===== src/verilog/mfr_cfg.svh =====
/*
 * Constants of the multi-line flash read engine: opcodes, phase lengths,
 * dummy-count defaults and the mode nibble that keeps continuous read.
 * Assumes it is included by bare name from the engine's module file; the package does not include it.
 */
`ifndef MFR_CFG_SVH
`define MFR_CFG_SVH

// Read opcodes decoded by the engine.
`define MFR_OP_DUAL_OUT      8'h3b
`define MFR_OP_DUAL_OUT_4B   8'h3c
`define MFR_OP_QUAD_OUT      8'h6b
`define MFR_OP_QUAD_OUT_4B   8'h6c
`define MFR_OP_QUAD_IO       8'heb
`define MFR_OP_QUAD_IO_4B    8'hec

// Rising edges in each address phase.
`define MFR_ADDR_1L_3B       6'h18
`define MFR_ADDR_1L_4B       6'h20
`define MFR_ADDR_4L_3B       6'h06
`define MFR_ADDR_4L_4B       6'h08

// Opcode length in single-line clocks.
`define MFR_CMD_CLKS         6'h08

// Dummy defaults; a configured count of zero selects them (for quad I/O, any count below two).
`define MFR_DUMMY_OUT_DEF    4'h8
`define MFR_DUMMY_QIO_DEF    4'h6

// Mode-bit clocks inside the quad-I/O dummy period.
`define MFR_MODE_CLKS        4'h2
// Upper mode nibble that keeps continuous read.
`define MFR_CONT_NIBBLE      4'ha

// Fill byte driven when the buffer runs dry.
`define MFR_UNDERRUN_BYTE    8'hff

`endif


===== src/verilog/mfr_pkg.sv =====
/*
 * Types of the multi-line flash read engine.
 * Assumes mfr_cfg.svh sits beside it on the include path.
 */
`default_nettype none

package mfr_pkg;

    // Kind of read being served.
    typedef enum logic [1:0] {
        MFR_KIND_DUAL,
        MFR_KIND_QUAD,
        MFR_KIND_QIO
    } mfr_kind_t;

    // Sequencer states.
    typedef enum logic [2:0] {
        MFR_ST_IDLE,
        MFR_ST_CMD,
        MFR_ST_ADDR,
        MFR_ST_DUMMY,
        MFR_ST_DATA,
        MFR_ST_IGNORE
    } mfr_state_t;

    // Read configuration presented by the device's status logic.
    typedef struct packed {
        logic       extended_address_flag;
        logic [3:0] dummy_out;
        logic [3:0] dummy_qio;
    } mfr_rd_cfg_t;

endpackage

`default_nettype wire


===== src/verilog/mfr_engine.sv =====
/*
 * Read-command front end of a serial flash: dual-output, quad-output and
 * quad-I/O reads with continuous-read mode, plus the byte buffer that sits
 * between the array port and the serial shifter.
 * Assumes the host clock and select arrive asynchronously and are sampled
 * by ref_clk_in, which must run at least four times faster than the link
 * clock; the array port and status inputs are synchronous to ref_clk_in.
 */
// Summary of operation
// - 3Bh takes 3 or 4 address bytes by extended flag; 3Ch always 4.
// - Dual-output opcode, address, dummy on IO0 per rise; dummy default 8.
// - Dual-output data: two bits per fall, MSB on IO1, next on IO0.
// - 6Bh takes 3 or 4 address bytes by extended flag; 6Ch always 4.
// - Quad-output opcode, address, dummy on IO0 per rise; dummy default 8.
// - Quad data: four bits per fall, MSB on IO3 down to IO0.
// - EBh takes 3 or 4 address bytes by extended flag; ECh always 4.
// - Quad-I/O address and dummy four bits per rise, MSB on IO3; default 6.
// - Address increments after each byte and wraps from top to zero.
// - Select high ends the read; device stops driving data.
// - Reads arriving while write in progress are ignored entirely.
// - First two quad-I/O dummy clocks carry mode byte; upper nibble counts.
// - Upper nibble 1010 enters continuous read; next read starts at address.
// - Any other nibble leaves continuous read; next read needs opcode again.
// - Configured quad-I/O dummy count includes the two mode clocks.
// - Outside continuous read the quad-I/O opcode comes on IO0 in eight clocks.
`timescale 1ns/10ps
`default_nettype none
`include "mfr_cfg.svh"

module mfr_fifo #(
    parameter int WIDTH = 8,
    parameter int DEPTH = 8
) (
    input  wire logic             ref_clk_in,
    input  wire logic             rst_b_in,
    input  wire logic             flush_in,
    input  wire logic             in_valid_in,
    input  wire logic [WIDTH-1:0] in_data_in,
    output logic                  in_ready_out,
    output logic                  out_valid_out,
    output logic      [WIDTH-1:0] out_data_out,
    input  wire logic             out_ready_in
);
    localparam int PW = $clog2(DEPTH);

    logic [WIDTH-1:0] mem [DEPTH];
    logic [PW-1:0]    wr_ptr;
    logic [PW-1:0]    rd_ptr;
    logic [PW:0]      count;
    logic [PW:0]      next_count;
    logic             push;
    logic             pop;

    // Ready is registered, so it is computed from the count that will stand next.
    assign push          = in_valid_in & in_ready_out;
    assign pop           = out_valid_out & out_ready_in;
    assign out_valid_out = (count != '0);
    assign out_data_out  = mem[rd_ptr];
    assign next_count    = flush_in ? '0 : count + {{PW{1'b0}}, push} - {{PW{1'b0}}, pop};

    // Pointers, count and registered ready; flush empties and blocks filling.
    always_ff @(posedge ref_clk_in or negedge rst_b_in) begin
        if (!rst_b_in) begin
            wr_ptr       <= '0;
            rd_ptr       <= '0;
            count        <= '0;
            in_ready_out <= 1'b0;
        end else begin
            wr_ptr       <= flush_in ? '0 : wr_ptr + PW'(push);
            rd_ptr       <= flush_in ? '0 : rd_ptr + PW'(pop);
            count        <= next_count;
            in_ready_out <= !flush_in && (next_count < (PW+1)'(DEPTH));
        end
    end

    // Storage needs no reset; only written words are ever read.
    always_ff @(posedge ref_clk_in) begin
        if (push) begin
            mem[wr_ptr] <= in_data_in;
        end
    end
endmodule

module mfr_engine
    import mfr_pkg::*;
#(
    parameter int ADDR_W     = 24,
    parameter int FIFO_DEPTH = 8
) (
    input  wire logic              ref_clk_in,
    input  wire logic              rst_b_in,
    input  wire logic              sck_in,
    input  wire logic              cs_b_in,
    input  wire logic [3:0]        io_in,
    output logic      [3:0]        io_out,
    output logic      [3:0]        io_oe_out,
    input  wire logic              write_in_progress_flag_in,
    input  wire mfr_rd_cfg_t       cfg_in,
    output logic      [ADDR_W-1:0] arr_addr_out,
    input  wire logic              arr_valid_in,
    input  wire logic [7:0]        arr_data_in,
    output logic                   arr_ready_out,
    output logic                   continuous_read_mode_out,
    output logic      [3:0]        mode_bits_top_out
);
    mfr_state_t  state;
    mfr_kind_t   kind;
    mfr_kind_t   dec_kind;
    logic        sck_s1, sck_s2, sck_s3;
    logic        cs_s1, cs_s2;
    logic [3:0]  io_s1, io_s2;
    logic        rise, fall;
    logic [5:0]  bit_cnt;
    logic [5:0]  addr_rises;
    logic [3:0]  dummy_len;
    logic [6:0]  cmd_sr;
    logic [7:0]  opcode;
    logic        dec_valid;
    logic        dec_addr4;
    logic [31:0] addr_sr;
    logic [31:0] next_addr;
    logic        addr_done;
    logic        cont_addr4;
    logic        fifo_flush;
    logic        fifo_valid;
    logic [7:0]  fifo_data;
    logic        pop;
    logic [7:0]  byte_sr;
    logic [1:0]  slot;
    logic        arr_fire;

    // Two flip-flops on every pin input; the third sck stage only feeds edge finding.
    always_ff @(posedge ref_clk_in or negedge rst_b_in) begin
        if (!rst_b_in) begin
            sck_s1 <= 1'b0;
            sck_s2 <= 1'b0;
            sck_s3 <= 1'b0;
            cs_s1  <= 1'b1;
            cs_s2  <= 1'b1;
            io_s1  <= 4'h0;
            io_s2  <= 4'h0;
        end else begin
            sck_s1 <= sck_in;
            sck_s2 <= sck_s1;
            sck_s3 <= sck_s2;
            cs_s1  <= cs_b_in;
            cs_s2  <= cs_s1;
            io_s1  <= io_in;
            io_s2  <= io_s1;
        end
    end

    assign rise = sck_s2 & ~sck_s3;
    assign fall = ~sck_s2 & sck_s3;

    // Opcode decode on the eighth single-line clock, bit just arriving included.
    always_comb begin
        opcode    = {cmd_sr, io_s2[0]};
        dec_valid = 1'b1;
        dec_kind  = MFR_KIND_DUAL;
        dec_addr4 = cfg_in.extended_address_flag;
        unique case (opcode)
            `MFR_OP_DUAL_OUT:    dec_kind = MFR_KIND_DUAL;
            `MFR_OP_DUAL_OUT_4B: dec_addr4 = 1'b1;
            `MFR_OP_QUAD_OUT:    dec_kind = MFR_KIND_QUAD;
            `MFR_OP_QUAD_OUT_4B: begin
                dec_kind  = MFR_KIND_QUAD;
                dec_addr4 = 1'b1;
            end
            `MFR_OP_QUAD_IO:     dec_kind = MFR_KIND_QIO;
            `MFR_OP_QUAD_IO_4B: begin
                dec_kind  = MFR_KIND_QIO;
                dec_addr4 = 1'b1;
            end
            default:             dec_valid = 1'b0;
        endcase
    end

    // Address shifts one bit per rise on IO0, or a nibble with MSB on IO3.
    assign next_addr = (kind == MFR_KIND_QIO) ? {addr_sr[27:0], io_s2}
                                              : {addr_sr[30:0], io_s2[0]};
    assign addr_done = (state == MFR_ST_ADDR) && rise && (bit_cnt == addr_rises - 6'h01);

    // Phase sequencer; select high aborts whatever is under way.
    always_ff @(posedge ref_clk_in or negedge rst_b_in) begin
        if (!rst_b_in) begin
            state      <= MFR_ST_IDLE;
            kind       <= MFR_KIND_DUAL;
            bit_cnt    <= 6'h00;
            addr_rises <= `MFR_ADDR_1L_3B;
            dummy_len  <= `MFR_DUMMY_OUT_DEF;
            cmd_sr     <= 7'h00;
            addr_sr    <= 32'h0000_0000;
        end else if (cs_s2) begin
            state   <= MFR_ST_IDLE;
            bit_cnt <= 6'h00;
        end else begin
            unique case (state)
                MFR_ST_IDLE: begin
                    bit_cnt <= 6'h00;
                    if (continuous_read_mode_out) begin
                        // Continuous read skips the opcode and starts at the address.
                        kind       <= MFR_KIND_QIO;
                        addr_rises <= cont_addr4 ? `MFR_ADDR_4L_4B : `MFR_ADDR_4L_3B;
                        state      <= write_in_progress_flag_in ? MFR_ST_IGNORE : MFR_ST_ADDR;
                    end else begin
                        state <= MFR_ST_CMD;
                    end
                end
                MFR_ST_CMD: begin
                    if (rise) begin
                        cmd_sr  <= opcode[6:0];
                        bit_cnt <= bit_cnt + 6'h01;
                        if (bit_cnt == `MFR_CMD_CLKS - 6'h01) begin
                            bit_cnt <= 6'h00;
                            kind    <= dec_kind;
                            // Busy array: drop the read; kind, address length and dummy count still load.
                            state   <= (!dec_valid || write_in_progress_flag_in) ? MFR_ST_IGNORE
                                                                                 : MFR_ST_ADDR;
                            if (dec_kind == MFR_KIND_QIO) begin
                                addr_rises <= dec_addr4 ? `MFR_ADDR_4L_4B : `MFR_ADDR_4L_3B;
                                dummy_len  <= (cfg_in.dummy_qio < `MFR_MODE_CLKS) ? `MFR_DUMMY_QIO_DEF
                                                                                  : cfg_in.dummy_qio;
                            end else begin
                                addr_rises <= dec_addr4 ? `MFR_ADDR_1L_4B : `MFR_ADDR_1L_3B;
                                dummy_len  <= (cfg_in.dummy_out == 4'h0) ? `MFR_DUMMY_OUT_DEF
                                                                         : cfg_in.dummy_out;
                            end
                        end
                    end
                end
                MFR_ST_ADDR: begin
                    if (rise) begin
                        addr_sr <= next_addr;
                        bit_cnt <= bit_cnt + 6'h01;
                        if (addr_done) begin
                            bit_cnt <= 6'h00;
                            state   <= MFR_ST_DUMMY;
                        end
                    end
                end
                MFR_ST_DUMMY: begin
                    if (rise) begin
                        bit_cnt <= bit_cnt + 6'h01;
                        // Mode clocks count inside the dummy total.
                        if (bit_cnt == {2'b00, dummy_len} - 6'h01) begin
                            state <= MFR_ST_DATA;
                        end
                    end
                end
                MFR_ST_DATA:   state <= MFR_ST_DATA;
                MFR_ST_IGNORE: state <= MFR_ST_IGNORE;
            endcase
        end
    end

    // Mode nibble arrives on the first dummy rise; the second nibble is ignored.
    // A 4-line continuous-read entry keeps the address length of the read that set it.
    always_ff @(posedge ref_clk_in or negedge rst_b_in) begin
        if (!rst_b_in) begin
            continuous_read_mode_out <= 1'b0;
            mode_bits_top_out        <= 4'h0;
            cont_addr4               <= 1'b0;
        end else if (!cs_s2 && state == MFR_ST_DUMMY && kind == MFR_KIND_QIO && rise && bit_cnt == 6'h00) begin
            mode_bits_top_out        <= io_s2;
            continuous_read_mode_out <= (io_s2 == `MFR_CONT_NIBBLE);
            cont_addr4               <= (addr_rises == `MFR_ADDR_4L_4B);
        end
    end

    // Prefetch runs from the end of the address phase; otherwise the buffer is held empty.
    always_ff @(posedge ref_clk_in or negedge rst_b_in) begin
        if (!rst_b_in) begin
            fifo_flush <= 1'b1;
        end else begin
            fifo_flush <= cs_s2 || !(state == MFR_ST_DUMMY || state == MFR_ST_DATA);
        end
    end

    assign arr_fire = arr_valid_in & arr_ready_out;

    // Fetch address loads from the shifted address and wraps through zero at the top.
    always_ff @(posedge ref_clk_in or negedge rst_b_in) begin
        if (!rst_b_in) begin
            arr_addr_out <= '0;
        end else if (addr_done && !cs_s2) begin
            arr_addr_out <= next_addr[ADDR_W-1:0];
        end else if (arr_fire) begin
            arr_addr_out <= arr_addr_out + ADDR_W'(1);
        end
    end

    mfr_fifo #(
        .WIDTH (8),
        .DEPTH (FIFO_DEPTH)
    ) u_fifo (
        .ref_clk_in    (ref_clk_in),
        .rst_b_in      (rst_b_in),
        .flush_in      (fifo_flush),
        .in_valid_in   (arr_valid_in),
        .in_data_in    (arr_data_in),
        .in_ready_out  (arr_ready_out),
        .out_valid_out (fifo_valid),
        .out_data_out  (fifo_data),
        .out_ready_in  (pop)
    );

    assign pop = fall && !cs_s2 && (state == MFR_ST_DATA) && (slot == 2'b00) && fifo_valid;

    // Output shifter: a new byte on the first fall of each byte, MSB on the highest line.
    // Lines are only enabled from the first data fall, so the host's last dummy bit is never contended.
    always_ff @(posedge ref_clk_in or negedge rst_b_in) begin
        if (!rst_b_in) begin
            io_out    <= 4'h0;
            io_oe_out <= 4'h0;
            byte_sr   <= 8'h00;
            slot      <= 2'b00;
        end else if (cs_s2 || state != MFR_ST_DATA) begin
            io_oe_out <= 4'h0;
            slot      <= 2'b00;
        end else if (fall) begin
            if (kind == MFR_KIND_DUAL) begin
                io_oe_out <= 4'h3;
                slot      <= slot + 2'b01;
                if (slot == 2'b00) begin
                    io_out  <= {2'b00, pop ? fifo_data[7:6] : 2'b11};
                    byte_sr <= pop ? {fifo_data[5:0], 2'b00} : `MFR_UNDERRUN_BYTE;
                end else begin
                    io_out  <= {2'b00, byte_sr[7:6]};
                    byte_sr <= {byte_sr[5:0], 2'b00};
                end
            end else begin
                io_oe_out <= 4'hf;
                slot      <= {1'b0, ~slot[0]};
                if (slot == 2'b00) begin
                    io_out  <= pop ? fifo_data[7:4] : 4'hf;
                    byte_sr <= pop ? {fifo_data[3:0], 4'h0} : `MFR_UNDERRUN_BYTE;
                end else begin
                    io_out  <= byte_sr[7:4];
                    byte_sr <= {byte_sr[3:0], 4'h0};
                end
            end
        end
    end
endmodule

`default_nettype wire


===== config.mk =====
export PLATFORM = sky130hd
export DESIGN_NAME = mfr_engine
export DESIGN_NICKNAME = d
export VERILOG_FILES = /design/src/verilog/mfr_pkg.sv /design/src/verilog/mfr_engine.sv
export VERILOG_INCLUDE_DIRS = /design/src /design/src/verilog
export SDC_FILE = /design/constraint.sdc
export NUM_CORES = 1
export LEC_CHECK = 0
export BUFFER_PORTS_ARGS = -buffer_cell sky130_fd_sc_hd__buf_2
export CORE_UTILIZATION = 40
export CTS_CLUSTER_SIZE = 28
export DETAILED_ROUTE_END_ITERATION = 16
export PLACE_DENSITY = 0.53
export SLEW_MARGIN = 20
export SYNTH_ARGS = -nofsm -noshare
export SYNTH_HDL_FRONTEND = slang
export SYNTH_SLANG_ARGS = --single-unit

===== constraint.sdc =====
create_clock -name ref_clk_in -period 6.75 [get_ports ref_clk_in]
set_input_delay 0.675 -clock ref_clk_in [delete_from_list [all_inputs] [get_ports ref_clk_in]]
set_output_delay 0.675 -clock ref_clk_in [all_outputs]
set_load 0.1 [all_outputs]

# Word-level counts from Yosys, hierarchy flattened
# Memories as Yosys holds them, arrays and structs flattened.
# Cells that the tools add are included.
# W data, S select, Z words.
# classes
addsub	9
mul	0
n_div	0
order_cmp	2
n_eq_ne	28
shifts	0
n_mux	60
bitwise	9
reduce_logical	41
# op_table
operator	count
$mux W24	3
$mux W6	11
$mux W4	12
$mux W8	5
$mux W3	12
$add A24 B1 Y24 const B	1
$pmux W6 S4	1
$ne A3 B3 Y1 const B	7
$pmux W3 S6	1
$eq A8 B6 Y1 const B	2
$eq A8 B7 Y1 const B	2
$eq A8 B8 Y1 const B	2
$mux W2	8
$eq A6 B6 Y1	2
$logic_and A1 B1 Y1	12
$pmux W6 S2	1
$pmux W2 S2	2
$reduce_and A4 Y1	2
$add A3 B1 Y3	2
$add A6 B1 Y6 const B	1
$eq A3 B2 Y1 const B	2
$eq A3 B3 Y1 const B	2
$eq A6 B3 Y1 const B	1
$eq A6 B4 Y1 const B	1
other kinds (30)	54
# word_totals
reg_bits	124
latch_bits	0
ramBits	64
mem_bits_ro	0
input_bits	27
out_inout_bits	38
word_cells	177
mem_count	1
# mem_list
memory	words	word_bits	rd	rd_ports_with_merged_regs	wr	line	text
u_fifo.mem	8	8	1	0	1	mfr_engine.sv:46	logic [WIDTH-1:0] mem [DEPTH];

# Depth between registers and ports, before layout
# depth
word_depth	11
depth_mapped	12
ltp_nobuf	12

# Modules after synthesis
# Synthesis repeated with hierarchy kept, for this count alone.
# hier_totals
hier_cells	718
area_unflattened_um2	8649.5
# modules_own_cells
module	n_inst	cells_per_inst	area_per_inst_um2
mfr_engine	1	561	5544.1
mfr_fifo	1	157	3105.5

# Worst setup path after synthesis
# OpenSTA, ideal clock, no wires.
# synth_path
path_type	reg-to-reg
from	reg arr_addr_out[6]
to	reg arr_addr_out[21]
t_arrival_ns	2.433
t_required_ns	6.613
slack_ns	4.180
path_stages_with_launch	7
path_buffers	0
path_cell_list	dfrtp_1 nand3_1 nor3_1 nand3_1 nor4_1 xnor2_1 mux2i_1
# synth_between
elab_chain_cells	3
# synth_lines
element	line	text
start: declaration	mfr_engine.sv:99	output logic [ADDR_W-1:0] arr_addr_out,
start signal: assignment	mfr_engine.sv:287	arr_addr_out <= next_addr[ADDR_W-1:0];
start signal: assignment	mfr_engine.sv:289	arr_addr_out <= arr_addr_out + ADDR_W'(1);
$add A24 B1 Y24	mfr_engine.sv:289	
$mux W24	mfr_engine.sv:288	end else if (arr_fire) begin
$mux W24	mfr_engine.sv:286	end else if (addr_done && !cs_s2) begin
# Every way passes these cells. The select of a mux whose other input is x is not followed.
# A chain may end at the register's enable or synchronous reset.

# Worst setup path in the final report
# layout_path
from	reg state[1]
to	reg u_fifo.in_ready_out
# layout_between
elab_chain_cells	9
# layout_lines
element	line	text
start: declaration	mfr_engine.sv:106	mfr_state_t state;
start signal: assignment	mfr_engine.sv:205	state <= write_in_progress_flag_in ? MFR_ST_IGNORE : MFR_ST_ADDR;
start signal: assignment	mfr_engine.sv:218	state <= (!dec_valid || write_in_progress_flag_in) ? MFR_ST_IGNORE
$eq A3 B3 Y1	mfr_engine.sv:308	assign pop = fall && !cs_s2 && (state == MFR_ST_DATA) && (slot == 2'b00) && fifo_valid;
$logic_and A1 B1 Y1 (3 in series)	mfr_engine.sv:308	
$and A1 B1 Y1	mfr_engine.sv:56	assign pop = out_valid_out & out_ready_in;
$sub A4 B1 Y4	mfr_engine.sv:59	assign next_count = flush_in ? '0 : count + {{PW{1'b0}}, push} - {{PW{1'b0}}, pop};
$mux W4	mfr_engine.sv:59	
$lt A4 B4 Y1	mfr_engine.sv:72	in_ready_out <= !flush_in && (next_count < (PW+1)'(DEPTH));
$logic_and A1 B1 Y1	mfr_engine.sv:72	
end signal: assignment	mfr_engine.sv:72	
end: declaration	mfr_engine.sv:39	output logic in_ready_out,
# Every way passes these cells.

==> impl_metrics.json <==
{
  "outcome": "complete, no violations",
  "yosysTopAreaCell": "dfrtp_1",
  "crit_family": "simple AND/OR/NAND/NOR gates",
  "synth_top_area_share_pct": 33.1,
  "start_util_pct": 40.7,
  "first_pass_iters": 5,
  "coreArea_mm2": 0.0210,
  "rsz0062_at_grt": "false",
  "num_vias": 5608,
  "drt-vias-per-instance": 5.34,
  "wl_um": 18200,
  "syn_avg_cell_area_um2": 12.1,
  "synth-seq-area-share_pct": 57.5,
  "layout.cells.non_filler": 1051,
  "ys.warnings.count": 0,
  "cts.sinks": 183,
  "grt_util_all_layers_pct": 17.7,
  "cts_setup_buffers": 0,
  "postCtsResizedCells": 0,
  "io_buffers": 64,
  "wl_per_cell_um": 17.4,
  "cts_tree": "done",
  "syn-num-nets": 750,
  "grt_pass1_wl_um": 30300,
  "synth_area_leaders": "dfrtp_1 33%, edfxtp_1 23%, mux4_2 4.2%",
  "slew_headroom_pct": 39.5,
  "drt-initial-drc-count": 399,
  "fp.dieH_um": 148,
  "grt_max_degree": 81,
  "post-route-period-util_pct": 42.8,
  "postLayoutCellArea_mm2": 0.00972,
  "p_leak_nw": 3.93,
  "power_density_mw_per_mm2": 346,
  "gp_congestion": 0.838,
  "slowest_delay_ns": 0.52,
  "synth-main-ff-cell": "dfrtp_1",
  "worst_slew_pin_slew_ns": 0.904,
  "placed_cell_area_mm2": 0.00911,
  "maxCapViolCount": 0,
  "numCtsBuffers": 17,
  "drc": 0,
  "die_w_um": 148,
  "finalHoldViolCount": 0,
  "tns_ns": 0,
  "clk_path_buf_depth": 2,
  "dp_cells": 1019,
  "path_max_fanout": 15,
  "setup_violations": 0,
  "critPathArrivalTime_ns": 3.25,
  "fin_util_pct": 46.4,
  "drive_gt1_share_pct": 18.4,
  "yosys_register_bits": 183,
  "clock_latency_ns": 0.42,
  "crit_slowest_cell": "dfrtp_1",
  "clk_pin_slew_ns": 0.07,
  "synth_edf_count": 64,
  "drv_slew": 0,
  "fmax_ghz": 0.346,
  "pin_count": 65,
  "clock_skew_ns": 0.00767,
  "synthArstFlopShare_pct": 65.0,
  "fill_cells": 1920,
  "synthCells": 704,
  "antenna_found_initial": 0,
  "crit_chain": "nor2_1, and3_1, nand4b_1, inv_2, ha_1, inv_1, ha_1, a21o_1, a21oi_1, xnor2_1, nor2b_1",
  "cts_root_buffer": "clkbuf_16",
  "die-area_mm2": 0.0219,
  "dpl.hpwl_um": 12700,
  "antenna_cells": 0,
  "ctsHtreeMaxLevel": 4,
  "end_kind": "register",
  "rows": 53,
  "crit_buf_inv": 2,
  "critPathMostFrequentCell": "ha_1",
  "area_delta_synth_final_pct": 13.9,
  "layout_min_cycle_time_ns": 2.89,
  "peakVddDrop_mv": 0.334,
  "hold_class": "input port to asynchronous set/reset pin",
  "grt_pass1_vias": 5741,
  "syn_area_mm2": 0.00854,
  "required_ns": 7.11,
  "startpoint_type": "register",
  "layout.nets": 809,
  "drtAntennaViolNets": 0,
  "ctsHoldBuffers": 0,
  "synth.distinct_cells": 69,
  "grt_overflow": 0,
  "path_class": "register to register"
}
worst reg2reg max path, cell delays in order, from the launching register on:
cell and delay, ns:
dfrtp_1 0.52, nor2_1 0.36, and3_1 0.24, nand4b_1 0.40, inv_2 0.18, ha_1 0.15
inv_1 0.06, ha_1 0.28, a21o_1 0.16, a21oi_1 0.16, xnor2_1 0.16, nor2b_1 0.14
placed cells by master (no fill, tap or decap), types with 11 or more instances in the layout:
master,count
o21ai_1,42
mux2_1,16
a21oi_1,11
nand3_1,18
nor2_1,42
nand2_1,66
nor2b_1,25
a211oi_1,11
nand2b_1,11
nor3_1,17
ha_1,18
clkbuf_16,17
xnor2_1,28
buf_2,63
dfrtp_1,112
inv_1,19
mux2i_1,33
mux4_2,16
edfxtp_1,64
Yosys cell counts (8+ instances only):
| library cell | n |
|---|---|
| nand3_1 | 18 |
| edfxtp_1 | 64 |
| mux4_2 | 16 |
| o21ai_0 | 10 |
| nand4_1 | 8 |
| nor2b_1 | 25 |
| nor4_1 | 8 |
| mux2i_1 | 33 |
| dfrtp_1 | 113 |
| mux2_1 | 16 |
| nand2b_1 | 11 |
| ha_1 | 18 |
| nor3_1 | 17 |
| o21ai_1 | 42 |
| clkbuf_1 | 20 |
| inv_1 | 19 |
| xor2_1 | 10 |
| a21oi_1 | 11 |
| a211oi_1 | 11 |
| xnor2_1 | 28 |
| nor2_1 | 43 |
| nand2_1 | 66 |
through the flow:
step           hold slack, ns  worst slack (ns)  power (mW)
6_report                0.241              3.86        3.36
5_1_grt                 0.276              3.57        3.52
4_1_cts                 0.245              3.82        3.39
3_3_place_gp            0.335              3.95        2.35
3_5_place_dp            0.336              3.85        2.37
2_1_floorplan           0.331              4.18        2.17
logic make-up after synthesis:
logic type	count (synthesis)	share of synthesized area (%)
XOR/XNOR	39	4.16
flip-flops	183	57.5
multiplexers	69	10.7
adder cells (fa/ha/maj)	19	2.87
AO/OA/AOI/OAI	114	8.71
buffers and inverters	57	2.92
AND/OR/NAND/NOR	223	13.1
final timing paths:
check	start	end	slack (ns)	cells after the start
setup / recovery	state[1]$_DFFE_PN0P_	u_fifo.in_ready_out$_DFF_PN0_	3.86	11
hold / removal	rst_b_in	bit_cnt[4]$_DFFE_PN0P_	0.24	1
setup reg to reg	state[1]$_DFFE_PN0P_	u_fifo.in_ready_out$_DFF_PN0_	3.86	11
hold reg to reg	io_s1[0]$_DFF_PN0_	io_s2[0]$_DFF_PN0_	0.35	0
max in group asynchronous	rst_b_in	addr_sr[22]$_DFFE_PN0P_	5.40	2
min in group ref_clk_in	cs_b_in	cs_s1$_DFF_PN1_	0.35	1
routing by layer:
layer | part of all wire [%] | vias to the layer above | GRT usage (%)
li1 | - | 2677 | -
met1 | 49 | 2799 | 24.9
met2 | 47 | 117 | 28.0
met3 | 3.4 | 15 | 3.13
met4 | 1.0 | 0 | 5.15
met5 | 0 | - | 0
power breakdown:
| group | internal [mW] | switching [mW] | total, mW |
|---|---|---|---|
| logic | 0.219 | 0.713 | 0.932 |
| clock network | 0.587 | 0.432 | 1.02 |
| registers | 1.27 | 0.147 | 1.41 |
| total | 2.07 | 1.29 | 3.36 |
sequential cells by signal (all words and copies together) (netlist names), 6 cells and up:
name / cells
byte_sr: 7
cmd_sr: 7
addr_sr: 23
bit_cnt: 6
arr_addr_out: 24
u_fifo.mem: 64
cell type report:
type                       count  area [um^2]  area share (%)
sequential                   183         4910            50.5
clock buffer                  18          429            4.41
timing repair buffer          73          394            4.05
multi-input combinational    464         3380            34.8
clock inverter                14          173            1.78
tap                          275          344            3.54
inverter                      24         90.1           0.927
No activity file was read; power rests on OpenSTA's default activity.
